[config.mk]
export PLATFORM = sky130hd
export DESIGN_NAME = sbd_core
export DESIGN_NICKNAME = d
export VERILOG_FILES = /design/src/include/sbd_pkg.sv /design/src/hw/sbd_alu.sv /design/src/hw/sbd_core.sv
export SDC_FILE = /design/constraint.sdc
export NUM_CORES = 1
export LEC_CHECK = 0
export BUFFER_PORTS_ARGS = -buffer_cell sky130_fd_sc_hd__buf_2
export CORE_UTILIZATION = 41
export CTS_BUF_LIST = sky130_fd_sc_hd__clkbuf_8 sky130_fd_sc_hd__clkbuf_16
export DETAILED_ROUTE_END_ITERATION = 7
export MAX_ROUTING_LAYER = met4
export PLACE_DENSITY = 0.71
export SYNTH_ARGS = -nofsm -noshare
export SYNTH_HDL_FRONTEND = slang
export SYNTH_HIERARCHICAL = 1
export SYNTH_SLANG_ARGS = --single-unit
[constraint.sdc]
create_clock -name clock_in -period 3.3 [get_ports clock_in]
set_input_delay 0.33 -clock clock_in [delete_from_list [all_inputs] [get_ports clock_in]]
set_output_delay 0.33 -clock clock_in [all_outputs]
set_load 0.005 [all_outputs]
[src/include/sbd_pkg.sv]
// package for the subtract-with-borrow and decrement-skip datapath
// assumes one core clock; decoder, data memory and status sit on it
// Overview of operation
// RL1: immediate subtract: acc minus imm minus not-carry
// RL2: carry cleared on negative, set otherwise
// RL3: subtracts update ov, z, ac, c, sc, cz
// RL4: memory subtract writes memory, accumulator untouched
// RL5: decrement memory, write back, skip on zero
// RL6: decrement into accumulator, memory untouched, skip zero
// RL7: skip inserts one dummy cycle, two cycles
// RL8: decrement-skip instructions never touch status flags
package sbd_pkg;

    // operation width of the core
    localparam int SBD_W = 8;

    // values after reset
    localparam logic [7:0] SBD_ACC_RST = 8'h00;
    localparam logic SBD_FLAG_RST = 1'b0;

    // decrement step and the value that means zero
    localparam logic [7:0] SBD_DEC_STEP = 8'h01;
    localparam logic [7:0] SBD_ZERO = 8'h00;

    // nibble boundary for the half borrow
    localparam int SBD_NIB = 4;

    // cycles of a skipped decrement, counting the dummy
    localparam int SBD_SKIP_CYCLES = 2;

    // operations handed over by the decoder
    typedef enum logic [1:0] {
        SBD_OP_SUB_ACC,
        SBD_OP_SUB_MEM,
        SBD_OP_DEC_MEM,
        SBD_OP_DEC_ACC
    } sbd_op_t;

    // execution state: normal or dummy fetch cycle
    typedef enum logic {
        SBD_ST_RUN,
        SBD_ST_DUMMY
    } sbd_state_t;

    // zero test shared by flag and skip logic
    function automatic logic sbd_is_zero(input logic [7:0] v);
        return v == SBD_ZERO;
    endfunction

endpackage

[src/hw/sbd_alu.sv]
// subtract-with-borrow arithmetic with all six status results
// assumes purely combinational use inside the execution block
`timescale 1ns/1ps
module sbd_alu (
    // operands
    input wire logic [7:0] minuend_in,
    input wire logic [7:0] subtrahend_in,
    input wire logic carry_in,
    input wire logic prev_zero_in,
    // results
    output logic [7:0] diff_out,
    output logic carry_out,
    output logic half_borrow_out,
    output logic zero_out,
    output logic overflow_out,
    output logic signed_compare_out,
    output logic combined_zero_out
);
    import sbd_pkg::*;

    // borrow-in is the inverted carry
    wire logic borrow_in = ~carry_in;
    wire logic [8:0] full = {1'b0, minuend_in} - {1'b0, subtrahend_in} - {8'h00, borrow_in};
    wire logic [4:0] nib = {1'b0, minuend_in[SBD_NIB-1:0]}
        - {1'b0, subtrahend_in[SBD_NIB-1:0]} - {4'h0, borrow_in};

    // flags; carry means no borrow, so negative clears it
    assign diff_out = full[7:0];
    assign carry_out = ~full[8]; // RL2
    assign half_borrow_out = ~nib[SBD_NIB];
    assign zero_out = sbd_is_zero(full[7:0]);
    assign overflow_out = (minuend_in[7] ^ subtrahend_in[7]) & (minuend_in[7] ^ full[7]);
    assign signed_compare_out = overflow_out ^ full[7];
    // combined zero chains with the previous zero for multi-byte compares
    assign combined_zero_out = zero_out & prev_zero_in;

endmodule

[src/hw/sbd_core.sv]
// execution block for subtract-with-borrow and decrement-skip
// assumes the decoder presents one operation per cycle, memory byte already read
`timescale 1ns/1ps
module sbd_core (
    // clock and reset
    input wire logic clock_in,
    input wire logic rst_in,
    // operation from the decoder
    input wire logic op_valid_in,
    input wire sbd_pkg::sbd_op_t op_in,
    input wire logic [7:0] imm_in,
    input wire logic [7:0] mem_data_in,
    // direct loads from other instructions
    input wire logic acc_load_in,
    input wire logic [7:0] acc_load_data_in,
    input wire logic carry_load_in,
    input wire logic carry_load_data_in,
    // accumulator and data memory write
    output logic [7:0] acc_out,
    output logic mem_wr_out,
    output logic [7:0] mem_wdata_out,
    // status flags
    output logic carry_flag_out,
    output logic half_borrow_flag_out,
    output logic zero_flag_out,
    output logic overflow_flag_out,
    output logic signed_compare_flag_out,
    output logic combined_zero_flag_out,
    // skip / dummy cycle indication
    output logic skip_out,
    output logic done_out
);
    import sbd_pkg::*;

    // state
    logic [7:0] accumulator_reg;
    logic [7:0] accumulator_next;
    logic carry_reg, half_borrow_reg, zero_reg, overflow_reg;
    logic signed_compare_reg, combined_zero_reg;
    logic mem_wr_reg, mem_wr_next;
    logic [7:0] mem_wdata_reg, mem_wdata_next;
    logic skip_reg, done_reg;
    sbd_state_t state_reg, state_next;

    // operation taken only outside the dummy cycle
    wire logic take = op_valid_in && (state_reg == SBD_ST_RUN);
    wire logic is_sub_acc = take && (op_in == SBD_OP_SUB_ACC);
    wire logic is_sub_mem = take && (op_in == SBD_OP_SUB_MEM);
    wire logic is_dec_mem = take && (op_in == SBD_OP_DEC_MEM);
    wire logic is_dec_acc = take && (op_in == SBD_OP_DEC_ACC);
    wire logic is_sub = is_sub_acc || is_sub_mem;
    wire logic is_dec = is_dec_mem || is_dec_acc;

    // subtrahend is immediate or memory byte
    wire logic [7:0] sub_operand = is_sub_acc ? imm_in : mem_data_in; // RL1 RL4

    logic [7:0] sub_diff;
    logic sub_c, sub_ac, sub_z, sub_ov, sub_sc, sub_cz;

    sbd_alu u_alu (
        .minuend_in(accumulator_reg),
        .subtrahend_in(sub_operand),
        .carry_in(carry_reg),
        .prev_zero_in(zero_reg),
        .diff_out(sub_diff),
        .carry_out(sub_c),
        .half_borrow_out(sub_ac),
        .zero_out(sub_z),
        .overflow_out(sub_ov),
        .signed_compare_out(sub_sc),
        .combined_zero_out(sub_cz)
    );

    // decrement of the addressed byte and its zero test
    wire logic [7:0] dec_value = mem_data_in - SBD_DEC_STEP; // RL5 RL6
    wire logic dec_zero = sbd_is_zero(dec_value);
    wire logic want_skip = is_dec && dec_zero; // RL5 RL6

    // accumulator source; an executing operation beats a direct load
    assign accumulator_next = is_sub_acc ? sub_diff : // RL1
        is_dec_acc ? dec_value : // RL6
        (!take && acc_load_in) ? acc_load_data_in :
        accumulator_reg; // RL4

    // memory write only for the memory-destination forms
    assign mem_wr_next = is_sub_mem || is_dec_mem; // RL4 RL5
    assign mem_wdata_next = is_sub_mem ? sub_diff : // RL4
        is_dec_mem ? dec_value : mem_wdata_reg; // RL5

    // a skip holds one dummy fetch cycle
    assign state_next = want_skip ? SBD_ST_DUMMY : SBD_ST_RUN; // RL7

    // accumulator and memory write port
    always_ff @(posedge clock_in) begin
        if (rst_in) begin
            accumulator_reg <= SBD_ACC_RST;
            mem_wr_reg <= 1'b0;
            mem_wdata_reg <= SBD_ZERO;
        end else begin
            accumulator_reg <= accumulator_next;
            mem_wr_reg <= mem_wr_next;
            mem_wdata_reg <= mem_wdata_next;
        end
    end

    // status flags; decrements leave them all alone
    always_ff @(posedge clock_in) begin
        if (rst_in) begin
            carry_reg <= SBD_FLAG_RST;
            half_borrow_reg <= SBD_FLAG_RST;
            zero_reg <= SBD_FLAG_RST;
            overflow_reg <= SBD_FLAG_RST;
            signed_compare_reg <= SBD_FLAG_RST;
            combined_zero_reg <= SBD_FLAG_RST;
        end else if (is_sub) begin
            carry_reg <= sub_c; // RL2 RL3
            half_borrow_reg <= sub_ac; // RL3
            zero_reg <= sub_z;
            overflow_reg <= sub_ov;
            signed_compare_reg <= sub_sc;
            combined_zero_reg <= sub_cz;
        end else if (!take && carry_load_in) begin
            carry_reg <= carry_load_data_in; // RL8
        end
    end

    // skip sequencer and completion pulse
    always_ff @(posedge clock_in) begin
        if (rst_in) begin
            state_reg <= SBD_ST_RUN;
            skip_reg <= 1'b0;
            done_reg <= 1'b0;
        end else begin
            state_reg <= state_next;
            skip_reg <= want_skip; // RL7
            done_reg <= take;
        end
    end

    // outputs straight from flops
    assign acc_out = accumulator_reg;
    assign mem_wr_out = mem_wr_reg;
    assign mem_wdata_out = mem_wdata_reg;
    assign carry_flag_out = carry_reg;
    assign half_borrow_flag_out = half_borrow_reg;
    assign zero_flag_out = zero_reg;
    assign overflow_flag_out = overflow_reg;
    assign signed_compare_flag_out = signed_compare_reg;
    assign combined_zero_flag_out = combined_zero_reg;
    assign skip_out = skip_reg;
    assign done_out = done_reg;

    // reference result by add-of-complement, independent of the alu form
    wire logic [8:0] ref_sum = {1'b0, accumulator_reg} + {1'b0, ~sub_operand} + {8'h00, carry_reg};
    // signed reference in ten bits: overflow when bits 8 and 7 differ, bit 8 is the true sign
    wire logic [9:0] ref_sdiff = {{2{accumulator_reg[7]}}, accumulator_reg}
        - {{2{sub_operand[7]}}, sub_operand} - {9'h000, ~carry_reg};
    wire logic ref_ov = ref_sdiff[8] ^ ref_sdiff[7];
    wire logic ref_sc = ref_sdiff[8];
    // low nibble by add-of-complement; bit 4 set means no half borrow
    wire logic [4:0] ref_nib = {1'b0, accumulator_reg[3:0]} + {1'b0, ~sub_operand[3:0]}
        + {4'h0, carry_reg};
    wire logic ref_hb = ref_nib[4];
    logic past_valid_reg;
    always_ff @(posedge clock_in) begin
        if (rst_in) begin
            past_valid_reg <= 1'b0;
        end else begin
            past_valid_reg <= 1'b1;
        end
    end
endmodule

==> flow_summary.toml <==
[critical_path]
critPathTopFamily = "simple AND/OR/NAND/NOR gates"
slowest_stage = "fa_1"
required_ps = 3520
startpoint_type = "flip-flop"
worst-path-buf-inv = 1
worst_setup_path_end_kind = "flip-flop"
cp_max_fo = 8
crit_chain = "nor4b_4 -> buf_4 -> nand2_1 -> o21ai_1 -> fa_1 -> ha_1 -> o21ai_0 -> a32oi_1 -> xnor2_1 -> nand3_1 -> nor4b_2 -> nand2_1 -> a21oi_1"
slowest_delay_ps = 470
crit_top_cell = "nand2_1"
critPathKind = "flip-flop to flip-flop"
arrival_ps = 3480

[clock_network]
cts.hold.buffers_added = 0
clk_latency_ps = 280
cts_root_buffer = "clkbuf_8"
cts_max_level = 1
cts_sinks = 25
numCtsBuffers = 3
clk_pin_slew_worst_paths_ps = 100
clk_path_buf_depth = 2
cts_tree = "built"

[final_layout]
nNetsFinal = 383
final_area_sq_um = 2550
drive_gt1_frac = 0.301
n_antenna_cell = 0
syn2layout_area_growth_pct = 28.7

[synthesis]
yosysSeqAreaShare = 0.253
synth_commonest_cells = "35 x nand2_1, 29 x inv_1, 25 x dfxtp_1"
async_flop_share = 0
synth_nets = 311
syn-cell-area_sq_um = 1980
ys_seq_elements = 25
syn-mean-instance-area_sq_um = 7.59
yosysWarnings = 6
synth_largest_area_cell = "dfxtp_1"
synth_top_flop_cell = "dfxtp_1"
yosysMostFrequentCell = "nand2_1"
synth_top_cell_area_share = 0.253
ys_types = 50
synth_edf_count = 0
synthTopCellsByArea = "dfxtp_1 25%, ha_1 10%, nand2_1 6.6%"
synth_cells = 261

[power]
ir_drop_uv = 197
powerDensity_nw_per_um2 = 446
finalPower_mw = 1.14
p_leak_nw = 1.21

[floorplan]
start_util = 0.440
die_area_sq_um = 5120
pin_count = 57
die_h_microns = 71.5
core_sq_um = 4500
rows = 24
die_w_microns = 71.5

[global_route]
antenna_found_initial = 0
grtUsageTotal = 0.249
grt_pass1_wl_microns = 9580
grt_pass1_vias = 2026
grt_max_degree = 30
gr-total-overflow = 0
busiest_layer = "met2"
grt.met1_usage = 0.317
use_met3 = 0.0366
met2_usage = 0.420

[routing]
dr.first_iter.drc_count = 74
vias = 2171
post-route-drc-count = 0
ant_nets = 0
viasPerCell = 5.65
wire_per_inst_microns = 15.7
first_pass_iters = 4
wl_microns = 6040

[placement]
placed_cell_area_sq_um = 2430
post-dp-hpwl_microns = 4730
globalplace.congestion = 0.891
portBuffers = 56

[run]
drv_cap = 0

[sta]
max_freq_mhz = 307
setup_viol = 0
maxSlewHeadroom = 0.641
skew_ps = 6.00
hold_viol_final = 0
worst_pin_slew_ps = 536
slew_violations = 0
period_share = 0.988
min_period_ps = 3260
whs_ps = 348

[status]
status = "completed"

[min_path]
min_path_type = "primary input to flip-flop"
-- worst reg2reg max path: cells and delay by family, from the launching register on --
kind,cells,cell delay (ps)
and+or+nand+nor,5,980
xor gates and xnor gates,1,310
buffers and inverters,1,220
AOI/OAI and AO/OA,4,660
DFF,1,370
adders and majority gates,2,680
-- report_power, final --
group / total [mW] / internal [mW] / switching (mW)
clock: 0.196 / 0.0860 / 0.110
combinational: 0.594 / 0.280 / 0.315
sequential: 0.348 / 0.329 / 0.0187
-- timing repair --
item,in CTS,in global routing
setup endpoints to repair,1,7
resized for setup,2,7
buffers inserted,0,5
cloned,0,0
pin swaps,0,3
-- cell families (layout without fill, tap and decap cells) --
group,count (synthesis),in the layout,share of synthesized area
flops,25,25,0.253
buf+inv,42,113,0.0802
xor+xnor,13,13,0.0574
simple gates,93,93,0.243
mux,2,2,0.0107
compound gates,68,68,0.235
fa+ha+maj,18,18,0.121
-- path summary, 6_finish.rpt --
check	start	to	slack [ps]	cells past startpoint
min reg2reg	mem_wdata_out[2]$_SDFFE_PP0P_	mem_wdata_out[2]$_SDFFE_PP0P_	460	2
min	carry_load_data_in	carry_flag_out$_SDFFE_PP0P_	350	3
max reg2reg	skip_out$_SDFF_PP0_	combined_zero_flag_out$_SDFFE_PP0N_	40	13
max	skip_out$_SDFF_PP0_	combined_zero_flag_out$_SDFFE_PP0N_	40	13
-- metal layers --
layer,vias up,wire length (microns)
met3,7,280
li1,1061,-
met2,83,3020
met4,0,48
met1,1020,2690
met5,-,0
-- state kept, by name (all words and copies together), names as in the netlist --
name / flops
overflow_flag_out: 1
half_borrow_flag_out: 1
mem_wr_out: 1
carry_flag_out: 1
acc_out: 8
done_out: 1
skip_out: 1
mem_wdata_out: 8
signed_compare_flag_out: 1
zero_flag_out: 1
combined_zero_flag_out: 1
-- cell usage in the layout (no fill, tap or decap), drive strengths merged, types with 2 or more instances in the layout --
| master | instances |
|---|---|
| o21ai | 15 |
| xor2 | 4 |
| nand4 | 2 |
| nor4 | 3 |
| clkbuf | 3 |
| nand2 | 35 |
| ha | 16 |
| dfxtp | 25 |
| o32ai | 3 |
| a21oi | 17 |
| or3b | 2 |
| a211oi | 7 |
| or3 | 3 |
| or4 | 2 |
| fa | 2 |
| a22oi | 8 |
| o21a | 3 |
| nor3 | 8 |
| xnor2 | 9 |
| nor2 | 22 |
| buf | 80 |
| o21bai | 2 |
| o41ai | 3 |
| nor4bb | 2 |
| nand3b | 3 |
| nor4b | 3 |
| a21o | 2 |
| inv | 29 |
| o22ai | 2 |
-- layout make-up --
type                       instances  area (sq um)
fill                             455          1950
sequential                        25           502
inverter                          29           109
clock inverter                     1          7.51
timing repair buffer              80           460
multi-input combinational        194          1370
tap                               52          65.1
clock buffer                       3          41.3
-- metrics by stage --
| step | setup TNS (ps) | std cells | util | setup WS (ps) |
|---|---|---|---|---|
| 3_5_place_dp | -285 | 375 | 0.539 | -158 |
| 5_1_grt | -90.0 | 384 | 0.566 | -82.2 |
| 4_1_cts | 0 | 379 | 0.552 | 7.05 |
| 2_1_floorplan | 0 | 261 | - | 57.3 |
| 3_3_place_gp | -60.7 | 375 | 0.539 | -60.7 |
| 6_report | 0 | 384 | 0.566 | 40.0 |
(Power assumes the default switching activity.)
